[config.mk]
export PLATFORM = sky130hd
export DESIGN_NAME = device_config_word_decoder
export DESIGN_NICKNAME = d
export VERILOG_FILES = /design/src/include/cfg_word_pkg.sv /design/src/hw/device_config_word_decoder.sv
export SDC_FILE = /design/constraint.sdc
export NUM_CORES = 1
export LEC_CHECK = 0
export ABC_CLOCK_PERIOD_IN_PS = 2580
export BUFFER_PORTS_ARGS = -buffer_cell sky130_fd_sc_hd__buf_4
export CAP_MARGIN = 25
export CORE_UTILIZATION = 55
export CTS_CLUSTER_DIAMETER = 80
export DETAILED_ROUTE_END_ITERATION = 10
export PLACE_DENSITY_LB_ADDON = 0.08
export REMOVE_ABC_BUFFERS = 1
export SLEW_MARGIN = 20
export SYNTH_ARGS = -nofsm -noshare
export SYNTH_HDL_FRONTEND = slang
export SYNTH_SLANG_ARGS = --single-unit
[constraint.sdc]
create_clock -name CLK -period 2.58 [get_ports CLK]
set_input_delay 0.258 -clock CLK [delete_from_list [all_inputs] [get_ports CLK]]
set_output_delay 0.258 -clock CLK [all_outputs]
set_load 0.01 [all_outputs]
[src/include/cfg_word_pkg.sv]
/*
  Constants and types for the device configuration word.
  Assumes one 25 MHz clock and a 14-bit non-volatile configuration word.
*/
package cfg_word_pkg;

  localparam int WORD_W = 14;
  localparam logic [13:0] CFG_ADDR = 14'h2007;
  localparam logic [13:0] IMPL_MASK = 14'h31ff;
  localparam logic [13:0] BLANK_WORD = 14'h31ff;

  localparam int TRIM_HI = 13;
  localparam int TRIM_LO = 12;
  localparam int DATA_PROT_BIT = 8;
  localparam int PROG_PROT_BIT = 7;
  localparam int BROWN_EN_BIT = 6;
  localparam int EXT_RESET_BIT = 5;
  localparam int PWRUP_EN_BIT = 4;
  localparam int WATCHDOG_BIT = 3;
  localparam int OSC_HI = 2;
  localparam int OSC_LO = 0;

  localparam int PWRUP_TIME_US = 72000;
  localparam int CLK_MHZ = 25;
  localparam int PWRUP_CYCLES = PWRUP_TIME_US * CLK_MHZ;
  localparam int CNT_W = 21;
  localparam int DIV_W = 2;
  localparam int DIV_MSB = 1;

  typedef enum logic [2:0] {
    OSC_LOW_POWER_CRYSTAL = 3'h0,
    OSC_STANDARD_CRYSTAL = 3'h1,
    OSC_HIGH_SPEED_CRYSTAL = 3'h2,
    OSC_EXTERNAL_CLOCK = 3'h3,
    OSC_INTERNAL_IO = 3'h4,
    OSC_INTERNAL_DIVOUT = 3'h5,
    OSC_RESCAP_IO = 3'h6,
    OSC_RESCAP_DIVOUT = 3'h7
  } osc_mode_type;

  typedef enum logic [2:0] {
    SEQ_PWRUP = 3'h0,
    SEQ_OSC_WAIT = 3'h1,
    SEQ_RUN = 3'h2,
    SEQ_SLEEP = 3'h3,
    SEQ_BROWN = 3'h4
  } seq_state_type;

  typedef struct packed {
    logic [1:0] bandgap_trim;
    logic data_protect_n;
    logic program_protect_n;
    logic brownout_detect_enable;
    logic ext_reset_pin_select;
    logic powerup_delay_enable_n;
    logic watchdog_enable_bit;
    osc_mode_type osc_select;
    logic divided_clock_output;
    logic osc_pin_two_io;
    logic osc_pin_one_io;
    logic crystal_mode;
    logic internal_clock;
    logic shared_pin_io;
  } cfg_type;

  typedef struct packed {
    logic prog_mode;
    logic prog_write;
    logic [13:0] prog_addr;
    logic [13:0] prog_wdata;
    logic reset_pin_n;
    logic brownout;
    logic xtal_ready;
    logic watchdog_timeout;
    logic int_req;
  } pin_type;

endpackage : cfg_word_pkg

[src/hw/device_config_word_decoder.sv]
/*
  Configuration word store, decoder and reset/wake sequencer.
  Assumes pins arrive asynchronously, SLEEP_REQ comes from core logic on CLK,
  and RST is the power-on reset of the device.
*/
`timescale 1ns/1ps

// Operation
// - Programmed bit reads zero, blank bit reads one; fields decoded with that polarity.
// - Word sits at configuration address, reachable only in programming mode.
// - Word is 14 bits; bits 11 to 9 always read zero.
// - Bits 13:12 trim bandgap, 00 lowest, 11 highest voltage.
// - Bit 8 one leaves data memory open, zero protects it.
// - Turning data protection off erases all data memory.
// - Bit 7 one leaves program memory open, zero protects it.
// - Turning program protection off erases program memory and oscillator trim.
// - Bit 6 one enables brown-out detection, zero disables it.
// - Brown-out enable never turns on the power-up delay by itself.
// - Bit 5 one makes shared pin the external reset; zero makes it I/O.
// - External reset in internal or resistor-capacitor mode stops the oscillator.
// - Bit 4 zero enables the power-up delay, one disables it.
// - Power-up delay holds reset 72 ms, only after power-on.
// - Brown-out gives a reset of at least 72 ms.
// - Start-up wait holds reset until the crystal is stable.
// - Bit 3 enables the watchdog, which runs from its own oscillator.
// - Codes 111 to 011 select resistor-capacitor, internal and external clock modes.
// - Codes 010, 001, 000 select the three crystal modes on both pins.
// - Sleep ends on external reset, watchdog wake-up or interrupt.
// - Divided-output modes drive oscillator frequency over four on the clock pin.
module device_config_word_decoder #(
  parameter int PWRUP_CYCLES = cfg_word_pkg::PWRUP_CYCLES,
  parameter logic [13:0] BLANK_WORD = cfg_word_pkg::BLANK_WORD
) (
  // Clock and reset
  input wire logic CLK,
  input wire logic RST,
  // Programming port
  input wire logic PROG_MODE,
  input wire logic PROG_WRITE,
  input wire logic [13:0] PROG_ADDR,
  input wire logic [13:0] PROG_WDATA,
  output logic [13:0] PROG_RDATA,
  output logic DATA_ERASE,
  output logic PROG_ERASE,
  // Reset and wake sources
  input wire logic RESET_PIN_N,
  input wire logic BROWNOUT,
  input wire logic XTAL_READY,
  input wire logic WATCHDOG_TIMEOUT,
  input wire logic INT_REQ,
  input wire logic SLEEP_REQ,
  // Decoded configuration
  output cfg_word_pkg::cfg_type CFG,
  // Clock and reset control
  output logic CORE_RESET,
  output logic OSC_RUN,
  output logic ASLEEP,
  output logic WAKE,
  output logic DIVIDED_CLOCK_OUTPUT_PIN,
  output logic DIVIDED_CLOCK_OUTPUT_OE
);

  // Field decode; programmed bits read zero, so raw bit polarity is kept
  function automatic cfg_word_pkg::cfg_type decode_word(input logic [13:0] w);
    cfg_word_pkg::cfg_type c;
    c.bandgap_trim = w[cfg_word_pkg::TRIM_HI:cfg_word_pkg::TRIM_LO];
    c.data_protect_n = w[cfg_word_pkg::DATA_PROT_BIT];
    c.program_protect_n = w[cfg_word_pkg::PROG_PROT_BIT];
    c.brownout_detect_enable = w[cfg_word_pkg::BROWN_EN_BIT];
    c.ext_reset_pin_select = w[cfg_word_pkg::EXT_RESET_BIT];
    c.powerup_delay_enable_n = w[cfg_word_pkg::PWRUP_EN_BIT];
    c.watchdog_enable_bit = w[cfg_word_pkg::WATCHDOG_BIT];
    c.osc_select = cfg_word_pkg::osc_mode_type'(w[cfg_word_pkg::OSC_HI:cfg_word_pkg::OSC_LO]);
    c.divided_clock_output = (c.osc_select == cfg_word_pkg::OSC_INTERNAL_DIVOUT) ||
      (c.osc_select == cfg_word_pkg::OSC_RESCAP_DIVOUT);
    c.osc_pin_two_io = (c.osc_select == cfg_word_pkg::OSC_INTERNAL_IO) ||
      (c.osc_select == cfg_word_pkg::OSC_RESCAP_IO) || (c.osc_select == cfg_word_pkg::OSC_EXTERNAL_CLOCK);
    c.osc_pin_one_io = (c.osc_select == cfg_word_pkg::OSC_INTERNAL_IO) ||
      (c.osc_select == cfg_word_pkg::OSC_INTERNAL_DIVOUT);
    c.crystal_mode = (c.osc_select <= cfg_word_pkg::OSC_HIGH_SPEED_CRYSTAL);
    c.internal_clock = w[cfg_word_pkg::OSC_HI];
    c.shared_pin_io = !w[cfg_word_pkg::EXT_RESET_BIT];
    return c;
  endfunction : decode_word

  typedef struct packed {
    cfg_word_pkg::pin_type sync1;
    cfg_word_pkg::pin_type sync2;
    logic write_prev;
    logic [13:0] nv;
    cfg_word_pkg::cfg_type cfg;
    cfg_word_pkg::seq_state_type seq;
    logic [cfg_word_pkg::CNT_W-1:0] cnt;
    logic [cfg_word_pkg::DIV_W-1:0] div;
    logic [13:0] rdata;
    logic data_erase;
    logic prog_erase;
    logic wake;
  } state_type;

  localparam cfg_word_pkg::pin_type PIN_IDLE = '{reset_pin_n: 1'b1, default: '0};
  localparam cfg_word_pkg::cfg_type BLANK_CFG = decode_word(BLANK_WORD);
  localparam logic [cfg_word_pkg::CNT_W-1:0] CNT_LOAD = cfg_word_pkg::CNT_W'(PWRUP_CYCLES - 1);

  // Power-on start: delay only when the blank word enables it
  localparam cfg_word_pkg::seq_state_type SEQ_START = BLANK_CFG.powerup_delay_enable_n ?
    cfg_word_pkg::SEQ_OSC_WAIT : cfg_word_pkg::SEQ_PWRUP;

  localparam state_type STATE_RESET = '{
    sync1: PIN_IDLE,
    sync2: PIN_IDLE,
    write_prev: 1'b0,
    nv: BLANK_WORD & cfg_word_pkg::IMPL_MASK,
    cfg: BLANK_CFG,
    seq: SEQ_START,
    cnt: CNT_LOAD,
    div: '0,
    rdata: '0,
    data_erase: 1'b0,
    prog_erase: 1'b0,
    wake: 1'b0
  };

  // Parameter checks
  if (PWRUP_CYCLES < 1 || PWRUP_CYCLES >= (1 << cfg_word_pkg::CNT_W))
  begin : g_bad_pwrup
    $error("PWRUP_CYCLES out of counter range");
  end

  state_type state_ff;
  state_type nxt_state;
  cfg_word_pkg::pin_type pins_in;
  logic access_ok;
  logic write_hit;
  logic [13:0] new_word;
  logic ext_reset_active;
  logic brownout_active;
  logic watchdog_event;
  logic core_reset;

  // Pin group for the synchroniser
  assign pins_in = '{
    prog_mode: PROG_MODE,
    prog_write: PROG_WRITE,
    prog_addr: PROG_ADDR,
    prog_wdata: PROG_WDATA,
    reset_pin_n: RESET_PIN_N,
    brownout: BROWNOUT,
    xtal_ready: XTAL_READY,
    watchdog_timeout: WATCHDOG_TIMEOUT,
    int_req: INT_REQ
  };

  // Word reachable only at its address in programming mode
  assign access_ok = state_ff.sync2.prog_mode &&
    (state_ff.sync2.prog_addr == cfg_word_pkg::CFG_ADDR);

  // Rising edge of the write strobe
  assign write_hit = access_ok && state_ff.sync2.prog_write && !state_ff.write_prev;

  // Unimplemented bits stored and read as zero
  assign new_word = state_ff.sync2.prog_wdata & cfg_word_pkg::IMPL_MASK;

  // Shared pin is reset input only when selected, active low
  assign ext_reset_active = state_ff.cfg.ext_reset_pin_select &&
    !state_ff.sync2.reset_pin_n;

  assign brownout_active = state_ff.cfg.brownout_detect_enable &&
    state_ff.sync2.brownout;

  // Watchdog timeout counts only when enabled
  assign watchdog_event = state_ff.cfg.watchdog_enable_bit &&
    state_ff.sync2.watchdog_timeout;

  // Core held in reset outside run and sleep
  assign core_reset = ext_reset_active || state_ff.sync2.prog_mode ||
    ((state_ff.seq != cfg_word_pkg::SEQ_RUN) &&
    (state_ff.seq != cfg_word_pkg::SEQ_SLEEP));

  always_comb
  begin
    nxt_state = state_ff;
    nxt_state.sync1 = pins_in;
    nxt_state.sync2 = state_ff.sync1;
    nxt_state.write_prev = state_ff.sync2.prog_write;
    nxt_state.data_erase = 1'b0;
    nxt_state.prog_erase = 1'b0;
    nxt_state.wake = 1'b0;
    nxt_state.div = state_ff.div + cfg_word_pkg::DIV_W'(1);

    // Programmer write and erase side effects
    if (write_hit)
    begin
      nxt_state.nv = new_word;
      nxt_state.data_erase = !state_ff.nv[cfg_word_pkg::DATA_PROT_BIT] &&
        new_word[cfg_word_pkg::DATA_PROT_BIT];
      nxt_state.prog_erase = !state_ff.nv[cfg_word_pkg::PROG_PROT_BIT] &&
        new_word[cfg_word_pkg::PROG_PROT_BIT];
    end

    // Read path
    nxt_state.rdata = access_ok ? state_ff.nv : '0;

    // Decoded outputs follow the word only while in reset
    if (core_reset)
    begin
      nxt_state.cfg = decode_word(state_ff.nv);
    end

    // Reset and sleep sequencer
    unique case (state_ff.seq)
      cfg_word_pkg::SEQ_PWRUP:
      begin
        if (state_ff.cnt == '0)
        begin
          nxt_state.seq = cfg_word_pkg::SEQ_OSC_WAIT;
        end
        else
        begin
          nxt_state.cnt = state_ff.cnt - cfg_word_pkg::CNT_W'(1);
        end
      end
      cfg_word_pkg::SEQ_BROWN:
      begin
        if (state_ff.cnt == '0)
        begin
          nxt_state.seq = cfg_word_pkg::SEQ_OSC_WAIT;
        end
        else
        begin
          nxt_state.cnt = state_ff.cnt - cfg_word_pkg::CNT_W'(1);
        end
      end
      cfg_word_pkg::SEQ_OSC_WAIT:
      begin
        if (!state_ff.cfg.crystal_mode || state_ff.sync2.xtal_ready)
        begin
          nxt_state.seq = cfg_word_pkg::SEQ_RUN;
        end
      end
      cfg_word_pkg::SEQ_RUN:
      begin
        if (SLEEP_REQ)
        begin
          nxt_state.seq = cfg_word_pkg::SEQ_SLEEP;
        end
      end
      cfg_word_pkg::SEQ_SLEEP:
      begin
        if (watchdog_event || state_ff.sync2.int_req)
        begin
          nxt_state.seq = cfg_word_pkg::SEQ_RUN;
          nxt_state.wake = 1'b1;
        end
      end
      default:
      begin
        nxt_state.seq = cfg_word_pkg::SEQ_OSC_WAIT;
      end
    endcase

    // Brown-out restarts the full delay, independent of the power-up bit
    if (brownout_active)
    begin
      nxt_state.seq = cfg_word_pkg::SEQ_BROWN;
      nxt_state.cnt = CNT_LOAD;
    end
    else if (ext_reset_active)
    begin
      nxt_state.seq = cfg_word_pkg::SEQ_OSC_WAIT;
      nxt_state.wake = (state_ff.seq == cfg_word_pkg::SEQ_SLEEP);
    end
  end

  always_ff @(posedge CLK)
  begin
    if (RST)
    begin
      state_ff <= STATE_RESET;
    end
    else
    begin
      state_ff <= nxt_state;
    end
  end

  // Outputs
  assign PROG_RDATA = state_ff.rdata;
  assign DATA_ERASE = state_ff.data_erase;
  assign PROG_ERASE = state_ff.prog_erase;
  assign CFG = state_ff.cfg;
  assign CORE_RESET = core_reset;
  assign ASLEEP = (state_ff.seq == cfg_word_pkg::SEQ_SLEEP);
  assign WAKE = state_ff.wake;

  // Oscillator stopped by external reset in internal clock modes
  assign OSC_RUN = !(ext_reset_active && state_ff.cfg.internal_clock);

  // Clock pin carries the clock over four in divided-output modes
  assign DIVIDED_CLOCK_OUTPUT_PIN = state_ff.cfg.divided_clock_output &&
    state_ff.div[cfg_word_pkg::DIV_MSB];
  assign DIVIDED_CLOCK_OUTPUT_OE = state_ff.cfg.divided_clock_output;

endmodule : device_config_word_decoder

; ---- Word-level counts from Yosys, hierarchy flattened
; Cells that the tools add are included.
[word_totals]
register_bits = 139
input_bits = 38
output_inout_bits = 39
word_cells = 115
[classes]
add_sub_neg = 2
magnitude_cmp = 1
n_eq_ne = 20
muxes = 11
bitwise_logic = 3
reduce_logical = 36
[op_table]
columns = cell, n
row1 = logical NOT 21 bit, 1
row2 = "subtractor 21 x 1 -> 21 bit, second input constant", 1
row3 = two-way mux 3 bit, 6
row4 = "equality test 3 bit, second input constant", 5
row5 = "equality test 14 bit, second input constant", 1
row6 = one-hot mux 3 bit (4 select lines), 1
row7 = logical AND 1 bit, 11
row8 = "equality test 3 x 2 -> 1 bit, second input constant", 3
row9 = logical OR 1 bit, 8
row10 = "!= test 4 x 1 -> 1 bit, second input constant", 2
row11 = "!= test 4 bit, second input constant", 2
row12 = AND reduction 4 bit, 2
row13 = OR reduction 2 bit, 4
row14 = logical NOT 1 bit, 7
row15 = "!= test 3 x 2 -> 1 bit, second input constant", 2
row16 = two-way mux 1 bit, 4
row17 = "!= test 2 x 1 -> 1 bit, second input constant", 2
row18 = "!= test 2 bit, second input constant", 2
row19 = "equality test 3 x 1 -> 1 bit, second input constant", 1
row20 = "<= comparator 3 x 2 -> 1 bit, second input constant", 1
row21 = logical NOT 3 bit, 1
row22 = inverter 1 bit, 3
row23 = OR reduction 3 bit, 1
row24 = "adder 2 x 1 -> 2 bit, second input constant", 1
row25 = AND reduction 2 bit, 1

; ---- Depth between registers and ports, before layout
; Gate-level depths: netlist (run 1).
[depth]
ltp_word = 6
mapped_depth = 7

; ---- Least setup slack after synthesis (run 1)
; OpenSTA, ideal clock, no wires.
[synth_timing]
path_type = flip-flop to flip-flop
start = register state_ff[19] (netlist name)
end = register state_ff[21] (netlist name)
t_arrival_ps = 2013
slack_ps = 447
path_stages_with_launch = 8
path_cell_list = dfxtp_1 inv_1 ha_1 or4b_2 nor3b_4 a21boi_2 a211oi_1 nor2_1
[synth_via]
elab_chain_cells = 3
word_cells_on_any_way = 4
cone_classes = 1 x add/sub / 1 x bitwise / 2 x reduce/logical
[synth_rtl]
columns = element, line
row1 = from (decl), device_config_word_decoder.sv:130  ; state_type state_ff;
row2 = from (signal assigned), device_config_word_decoder.sv:283  ; state_ff <= nxt_state;
row3 = branches (longest 3 deep; another with subtractor 21 x 1 -> 21 bit), n/a
; Parallel ways; which one is timed is not known.
; A chain may end at the register's enable or synchronous reset.

; ---- Worst setup path after layout (run 1)
; Same ends and word-level chain as after synthesis.

==> results of run 1 <==
-- cells by family after synthesis --
family	synth area share, %
AOI/OAI and AO/OA	7.24
xor gates and xnor gates	1.50
adders and majority gates	0.267
buffers and inverters	7.13
DFF	56.4
muxes	0.427
other	0.0800
and+or+nand+nor	27.0
-- sequential cells by signal (all words and copies together) (netlist names) --
signal,count
nxt_state,33
new_word,11
state_ff,58
DIVIDED_CLOCK_OUTPUT_OE,1
DATA_ERASE,1
PROG_ERASE,1
CFG,15
WAKE,1
PROG_RDATA,11
-- synth_stat cells, drive strengths merged (2+ instances only) --
library cell  number
inv                8
or3                3
nor2              39
nor4bb             3
a31o               2
dfxtp            132
a211o              4
a31oi              7
clkbuf            19
a211oi             3
and3               2
mux2i              2
nand3              3
and4               5
a2111oi            2
nand3b            12
o21ai              8
or2                3
buf               31
or4                2
nand4              3
nor3b              3
nor2b             64
nor3              20
nand2b             2
nand2             38
a21oi             23
nor4               4
xnor2              8
and2              13
-- routing by layer --
metal	vias to the layer above	global-route usage (%)	part of all wire, %
li1	1721	-	-
met1	1554	23.4	45
met2	70	33.7	49
met3	10	7.52	4.6
met4	0	8.08	1.3
met5	-	0	0
-- cell type report --
type	count	area (sq um)
inverter	8	30.0
clock buffer	20	445
fill	598	2210
tap	105	131
clock inverter	12	141
multi-input combinational	289	1720
sequential	132	2640
timing repair buffer	109	898
-- how the worst max path moves through the flow --
stage	from	to	depth (start not counted)
finish	state_ff[19]$_SDFFE_PP1P_	state_ff[21]$_SDFFE_PP1P_	7
global route	state_ff[19]$_SDFFE_PP1P_	state_ff[23]$_SDFFE_PP1P_	7
CTS	state_ff[19]$_SDFFE_PP1P_	state_ff[21]$_SDFFE_PP1P_	7
detailed placement	state_ff[19]$_SDFFE_PP1P_	state_ff[21]$_SDFFE_PP1P_	7
global placement	state_ff[19]$_SDFFE_PP1P_	state_ff[21]$_SDFFE_PP1P_	7
floorplan	state_ff[101]$_SDFF_PP0_	DATA_ERASE$_SDFF_PP0_	4
-- power by group through the flow --
stage	Clock, uW	Sequential, uW	Combinational, uW
floorplan	0	2190	130
global placement	0	2190	268
detailed placement	0	2190	274
CTS	2370	2150	314
global route	2470	2150	348
finish	2330	2150	314
-- through the flow --
step | hold slack, ns | util [%]
6_report | 0.135 | 73.2
5_1_grt | 0.155 | 73.2
4_1_cts | 0.121 | 73.2
3_5_place_dp | 0.399 | 62.1
3_3_place_gp | 0.393 | 62.1
2_1_floorplan | 0.325 | -
-- worst max-delay path, stage by stage (launching register included) --
cell,delay [ns]
dfxtp_1,0.33
inv_1,0.08
ha_1,0.24
or4b_2,0.67
nor3b_4,0.35
a21boi_2,0.20
a211oi_1,0.29
nor2_1,0.07
-- timing repair --
item,in CTS,in global routing
buffers inserted,0,0
hold endpoints to repair,32,0
hold buffers,32,0
==> results.tsv, run 1 <==
stage	metric	value	unit
status	outcome	finished, final reports clean	
floorplan	Die H	94.3	um
timing	Tcrit/Tclk final	90.7	%
power_and_ir_drop	Internal	3720	uW
timing	Final Skew	0.00857	ns
yosys	Cell variety after synth	46	
setup_path	Crit path required time	2.98	ns
min_path	worst hold path depth	2	
detailed_routing	WL/cell	12.4	um
yosys	Syn Inst Count	477	
min_path	type of the tightest min-delay check	input pin to flop	
setup_path	Setup CP Type	flop to flop	
clock_network	H-tree levels	4	
placed_design	Buffers on Ports	70	
detailed_routing	DRT iter0 DRCs	173	
power_and_ir_drop	PD cells	797	nW/um^2
timing	post-layout min period	2.34	ns
clock_network	Clock Tree Buf Depth	2	
detailed_routing	DR vias	3355	
timing	Setup-failing EPs final	0	
setup_path	Startpoint Class	flop	
layout	area grow syn2layout	28.3	%
layout	nets	596	
detailed_routing	Routed Antenna Nets	0	
setup_path	Max Fanout on Critical Path	10	
clock_network	TritonCTS clock tree	yes	
timing	max-slew violation count	0	
yosys	Post-synth EDFFs	0	
layout	proportion of layout cells with a drive suffix above 1	22.3	%
placed_design	DP HPWL	5210	um
min_path	Worst Min Path Start	RST	
flow_run	# Max-Cap Violations	0	
yosys	register area share after synthesis	56.4	%
timing	Final WS setup	0.239	ns
placed_design	placed cell count	611	
setup_path	Critical Path AT	2.74	ns
min_path	hold worst-path end	state_ff[17]$_SDFF_PP0_	
detailed_routing	DRC viols	0	
floorplan	I/O pins	77	
power_and_ir_drop	Clock Power Share	48.7	%
clock_network	root buf cell	clkbuf_8	
timing	setup TNS	0	ns
floorplan	Initial Util	57.0	%
yosys	syn avg cell area	9.82	sq um
power_and_ir_drop	leak pwr	0.00254	uW
yosys	Area contributors post-synth	dfxtp_1 (56%), nor2b_1 (8.5%), buf_4 (5.0%)	
yosys	share of synthesized registers carrying an async set or reset	0	%
clock_network	clk slew on worst S/H paths	0.06	ns
yosys	Main synth FF type	dfxtp_1	
detailed_routing	Vias per Instance	4.97	
setup_path	Setup crit end kind	flop	
floorplan	Die Area	8890	sq um
layout	most frequent cells in the layout	dfxtp_1 (132), buf_4 (77), nor2b_1 (64)	
global_route	vias in the first global route	3009	
layout	Final Instance Area	6010	sq um
floorplan	Die Width	94.3	um
yosys	Yosys top cell by area	dfxtp_1	
layout	n_diodes	0	
detailed_routing	first drt pass iteration count	4	
layout	fin cells	675	
timing	Hold Violations, Final	0	
setup_path	register-to-register setup slack	0.24	ns
global_route	first-pass GRT wire length	13600	um
power_and_ir_drop	Seq pwr share	44.8	%
layout	commonest non-fill, non-tap cell in the layout	dfxtp_1	
placed_design	DP Area	5100	sq um
global_route	antenna violations before repair	0	
detailed_routing	DRT Wirelength	8350	um
floorplan	floorplan row count	33	
timing	maximum clock frequency	427	MHz
placed_design	GP Congestion	0.788	
setup_path	Reg-to-Reg Start	state_ff[19]$_SDFFE_PP1P_	
yosys	share of the synthesized area in the top cell type	56.4	%
yosys	synthesized area	4690	sq um
power_and_ir_drop	switching share of total power	22.3	%
yosys	Synthesis Warnings	0	
power_and_ir_drop	total power	4790	uW
clock_network	# clock sinks	132	
placed_design	dpl ws	0.264	ns
yosys	synthesized flop and latch total	132	
setup_path	Worst R2R Path Depth	7	
global_route	total grt overflow	0	
global_route	gr usage total	20.2	%
clock_network	TritonCTS buffer count	17	
power_and_ir_drop	Max VDD drop	0.529	mV
clock_network	Worst-Skew Late Latency	0.52	ns
floorplan	core area	8220	sq um
timing	Worst Tran Pin Value	0.702	ns
timing	unrepaired setup endpoints after global routing	no	
global_route	largest net degree at the start of global routing	47	
timing	Slew headroom	53.0	%
setup_path	reg-to-reg endpoint	state_ff[21]$_SDFFE_PP1P_	
power_and_ir_drop	Comb pwr share	6.5	%
clock_network	post-cts sizing count	0	
power_and_ir_drop	sw power	1070	uW
(Power assumes the default switching activity.)
==> inputs of run 2 (changes only) <==
- RECOVER_POWER: not set -> 25
==> results.tsv, run 2 (synthesized netlist as in run 1, its figures left out) <==
stage	metric	value	unit
status	outcome	complete, but fails checks	
status	violated checks	capacitance limit, slew limit	
layout	most frequent cells in the layout	dfxtp_1 (132), buf_4 (72), nor2b_1 (64)	
setup_path	Reg-to-Reg Start	state_ff[19]$_SDFFE_PP1P_	
clock_network	clk slew on worst S/H paths	0.06	ns
clock_network	H-tree levels	4	
detailed_routing	DRT iter0 DRCs	174	
clock_network	hold_buf cts	32	
clock_network	root buf cell	clkbuf_8	
clock_network	# clock sinks	132	
clock_network	Worst-Skew Late Latency	0.51	ns
power_and_ir_drop	total power	4790	uW
timing	worst hold slack	0.226	ns
timing	Hold Violations, Final	0	
timing	Worst Tran Pin Value	1.59	ns
timing	Setup-failing EPs final	0	
min_path	hold worst-path end	state_ff[40]$_SDFFE_PP1P_	
setup_path	reg-to-reg endpoint	state_ff[21]$_SDFFE_PP1P_	
min_path	worst hold path depth	5	
floorplan	Initial Util	57.0	%
setup_path	register-to-register setup slack	0.24	ns
global_route	vias in the first global route	3009	
detailed_routing	Vias per Instance	4.98	
layout	commonest non-fill, non-tap cell in the layout	dfxtp_1	
detailed_routing	first drt pass iteration count	4	
setup_path	Max Fanout on Critical Path	10	
timing	maximum clock frequency	428	MHz
timing	Slew headroom	-6.12	%
clock_network	post-cts sizing count	0	
setup_path	crit-path cells	inv_1 -> ha_1 -> or4b_2 -> nor3b_4 -> a21boi_2 -> a211oi_1 -> nor2_1	
global_route	largest net degree at the start of global routing	47	
floorplan	core area	8220	sq um
layout	fin cells	675	
setup_path	Worst R2R Path Depth	7	
timing	unrepaired setup endpoints after global routing	no	
layout	max reg flops	58	
timing	post-layout min period	2.34	ns
flow_run	# Max-Cap Violations	1	
global_route	total grt overflow	0	
floorplan	I/O pins	77	
power_and_ir_drop	PD cells	798	nW/um^2
floorplan	Die H	94.3	um
floorplan	Die Area	8890	sq um
placed_design	GP Congestion	0.788	
layout	nets	596	
detailed_routing	DR vias	3359	
setup_path	CP top delay family	simple AND/OR/NAND/NOR gates	
layout	Largest Register	state_ff	
setup_path	Critical Path AT	2.74	ns
setup_path	Setup CP Type	flop to flop	
detailed_routing	DRC viols	0	
layout	proportion of layout cells with a drive suffix above 1	21.9	%
min_path	Worst Min Path Start	SLEEP_REQ	
min_path	type of the tightest min-delay check	input pin to flop	
clock_network	Clock Tree Buf Depth	2	
placed_design	dpl ws	0.264	ns
global_route	first-pass GRT wire length	13600	um
placed_design	DP HPWL	5210	um
timing	max-slew violation count	39	
power_and_ir_drop	Max VDD drop	0.529	mV
timing	Final Skew	0.00865	ns
detailed_routing	DRT Wirelength	8370	um
setup_path	Startpoint Class	flop	
power_and_ir_drop	leak pwr	0.00254	uW
setup_path	Bufs and invs on worst path	1	
global_route	antenna violations before repair	0	
layout	FILL cells	599	
clock_network	Setup Buffers After CTS	0	
detailed_routing	Routed Antenna Nets	0	
clock_network	TritonCTS clock tree	yes	
clock_network	TritonCTS buffer count	17	
layout	area grow syn2layout	28.1	%
global_route	gr usage total	20.2	%
setup_path	Setup crit end kind	flop	
timing	setup TNS	0	ns
setup_path	CP max stage cell	or4b_2	
timing	Tcrit/Tclk final	90.7	%
placed_design	Buffers on Ports	70	
layout	n_diodes	0	
floorplan	Die Width	94.3	um
placed_design	placed cell count	611	
setup_path	Crit path required time	2.98	ns
setup_path	slowest cell delay on critical path	0.67	ns
timing	Final WS setup	0.241	ns
floorplan	floorplan row count	33	
detailed_routing	WL/cell	12.4	um
-- run 2: routing by layer --
layer	wire [um]	vias to the layer above	GRT usage, %
li1	-	1722	-
met1	3790	1556	23.4
met2	4080	71	33.7
met3	396	10	7.52
met4	105	0	8.08
met5	0	-	0
-- run 2: worst reg2reg max path, stage by stage, from the launching register on --
cell and delay (ns):
dfxtp_1 0.33, inv_1 0.08, ha_1 0.23, or4b_2 0.67, nor3b_4 0.35, a21boi_2 0.20, a211oi_1 0.29, nor2_1 0.07
-- run 2: power breakdown --
part	internal, uW	switching (uW)	total (uW)	leakage, uW
Combinational	166	146	312	0.00117
Clock	1440	891	2330	0.000283
Sequential	2110	32.1	2150	0.00108
Total	3720	1070	4790	0.00254
-- run 2: how the worst max path moves through the flow --
| stage | from | to | slack, ns | cells after the start |
|---|---|---|---|---|
| after floorplan | state_ff[101]$_SDFF_PP0_ | DATA_ERASE$_SDFF_PP0_ | 0.14 | 4 |
| after global placement | state_ff[19]$_SDFFE_PP1P_ | state_ff[21]$_SDFFE_PP1P_ | 0.29 | 7 |
| after detailed placement | state_ff[19]$_SDFFE_PP1P_ | state_ff[21]$_SDFFE_PP1P_ | 0.26 | 7 |
| after CTS | state_ff[19]$_SDFFE_PP1P_ | state_ff[21]$_SDFFE_PP1P_ | 0.25 | 7 |
| after global routing | RST | state_ff[66]$_SDFFE_PP1P_ | 0.09 | 4 |
| final | state_ff[19]$_SDFFE_PP1P_ | state_ff[21]$_SDFFE_PP1P_ | 0.24 | 7 |
-- run 2: per-stage QoR --
stage	utilization (%)	cell area [sq um]
6_report	73.0	6000
5_1_grt	73.0	6000
4_1_cts	73.2	6010
3_5_place_dp	62.1	5100
3_3_place_gp	62.1	5100
2_1_floorplan	-	4390
-- run 2: layout make-up --
type                       count  area [sq um]  area share (%)
sequential                   132          2640            44.0
multi-input combinational    289          1720            28.7
timing repair buffer         109           888            14.8
clock buffer                  20           445            7.42
clock inverter                12           141            2.36
tap                          105           131            2.19
inverter                       8          30.0           0.500
==> inputs of run 3 (changes only) <==
--- a/config.mk
+++ b/config.mk
@@ -8,7 +8,7 @@
 export ABC_CLOCK_PERIOD_IN_PS = 2580
-export BUFFER_PORTS_ARGS = -buffer_cell sky130_fd_sc_hd__buf_4
 export CAP_MARGIN = 25
-export CORE_UTILIZATION = 55
+export CORE_UTILIZATION = 56
 export CTS_CLUSTER_DIAMETER = 80
 export DETAILED_ROUTE_END_ITERATION = 10
+export DONT_BUFFER_PORTS = 1
 export PLACE_DENSITY_LB_ADDON = 0.08
==> constraint.sdc (replaced) <==
create_clock -name CLK -period 2.58 [get_ports CLK]
set_input_delay 0.645 -clock CLK [delete_from_list [all_inputs] [get_ports CLK]]
set_output_delay 0.645 -clock CLK [all_outputs]
set_load 0.01 [all_outputs]
==> results.tsv, run 3 (synthesized netlist as in run 1, its figures left out) <==
stage	metric	value	unit
status	outcome	finished, final reports clean	
layout	commonest non-fill, non-tap cell in the layout	dfxtp_1	
setup_path	Critical Path AT	1.78	ns
timing	Tcrit/Tclk final	94.2	%
placed_design	DP HPWL	4390	um
clock_network	# clock sinks	132	
timing	Setup-failing EPs final	0	
power_and_ir_drop	leak pwr	0.00208	uW
clock_network	Worst-Skew Late Latency	0.51	ns
detailed_routing	DRT Wirelength	7170	um
timing	max-slew violation count	0	
global_route	met1 Resource Use GR	22.7	%
floorplan	Die H	93.5	um
layout	n_diodes	0	
detailed_routing	Routed Antenna Nets	0	
floorplan	Die Area	8740	sq um
clock_network	H-tree levels	4	
power_and_ir_drop	total power	4840	uW
detailed_routing	DR vias	2927	
clock_network	TritonCTS clock tree	yes	
floorplan	core area	7930	sq um
flow_run	# Max-Cap Violations	0	
timing	maximum clock frequency	412	MHz
global_route	vias in the first global route	2604	
global_route	first-pass GRT wire length	12100	um
detailed_routing	DRC viols	0	
floorplan	floorplan row count	32	
global_route	busiest layer in global routing	met2	
layout	fin cells	568	
clock_network	hold_buf cts	0	
setup_path	Setup CP Type	flop to primary output	
floorplan	Die Width	93.5	um
power_and_ir_drop	Max VDD drop	0.609	mV
min_path	type of the tightest min-delay check	input pin to flop	
clock_network	TritonCTS buffer count	17	
timing	setup TNS	0	ns
timing	worst hold slack	0.194	ns
global_route	antenna violations before repair	0	
placed_design	GP Congestion	0.809	
placed_design	placed cell count	536	
global_route	GR Layer Usage met3	6.59	%
setup_path	register-to-register setup slack	0.26	ns
setup_path	Max Fanout on Critical Path	8	
global_route	largest net degree at the start of global routing	114	
clock_network	clk slew on worst S/H paths	0.06	ns
layout	proportion of layout cells with a drive suffix above 1	12.0	%
layout	Largest Register	state_ff	
setup_path	Setup crit end kind	primary output	
global_route	gr usage total	18.3	%
layout	area grow syn2layout	10.8	%
setup_path	Crit. Startpoint	CFG[11]$_SDFFE_PP1P_	
global_route	total grt overflow	0	
power_and_ir_drop	PD cells	932	nW/um^2
floorplan	Initial Util	59.1	%
min_path	Worst Min Path Start	RST	
timing	Worst Tran Pin Value	0.683	ns
clock_network	Setup Buffers After CTS	0	
layout	nets	492	
floorplan	I/O pins	77	
layout	max reg flops	58	
detailed_routing	first drt pass iteration count	4	
timing	Slew headroom	54.3	%
layout	most frequent cells in the layout	dfxtp_1 (132), nor2b_1 (64), nor2_1 (39)	
setup_path	Startpoint Class	flop	
global_route	M2 GR Usage	27.8	%
timing	unrepaired setup endpoints after global routing	no	
timing	post-layout min period	2.43	ns
clock_network	root buf cell	clkbuf_8	
setup_path	Reg-to-Reg Start	state_ff[19]$_SDFFE_PP1P_	
detailed_routing	WL/cell	12.6	um
detailed_routing	DRT iter0 DRCs	154	
clock_network	post-cts sizing count	0	
placed_design	Buffers on Ports	0	
timing	Final Skew	0.00835	ns
clock_network	Clock Tree Buf Depth	2	
detailed_routing	Vias per Instance	5.15	
setup_path	Crit path required time	1.93	ns
timing	Hold Violations, Final	0	
[run 3: path summary, 6_finish.rpt]
path	end	depth (start not counted)
worst max-delay path	CORE_RESET	3
worst min-delay path	nxt_state[97]$_SDFF_PP0_	1
worst max register to register	state_ff[21]$_SDFFE_PP1P_	7
worst min register to register	state_ff[79]$_SDFF_PP1_	1
[run 3: per-stage QoR]
stage               utilization, %  instance area, sq um  setup slack (ns)
global route                  65.5                  5190            0.0407
floorplan                        -                  4390             0.138
CTS                           65.5                  5190            0.0984
global placement              57.4                  4550            0.0902
detailed placement            57.6                  4560             0.256
finish                        65.5                  5190             0.150
[run 3: critical path, cell delays in order, from the launching register on]
cell and delay (ns):
dfxtp_1 0.36, nor2b_1 0.17, nor3_2 0.53, inv_1 0.21
[run 3: final cells by class]
type / count / area (sq um)
Clock inverter: 15 / 213
Tap cell: 102 / 128
Inverter: 8 / 30.0
Multi-Input combinational cell: 289 / 1720
Sequential cell: 132 / 2640
Clock buffer: 17 / 414
Fill cell: 656 / 2740
Timing Repair Buffer: 5 / 41.3
[run 3: where the power goes]
group	switching, uW	internal [uW]	total, uW	leakage (uW)
combinational	89.7	77.1	167	0.000695
sequential	42.0	2110	2160	0.00108
clock	922	1590	2520	0.000303
total	1050	3780	4840	0.00208
[run 3: routing by layer]
layer	vias up	part of all wire [%]
li1	1515	-
met1	1313	47
met2	86	45
met3	13	6.1
met4	0	1.7
met5	-	0
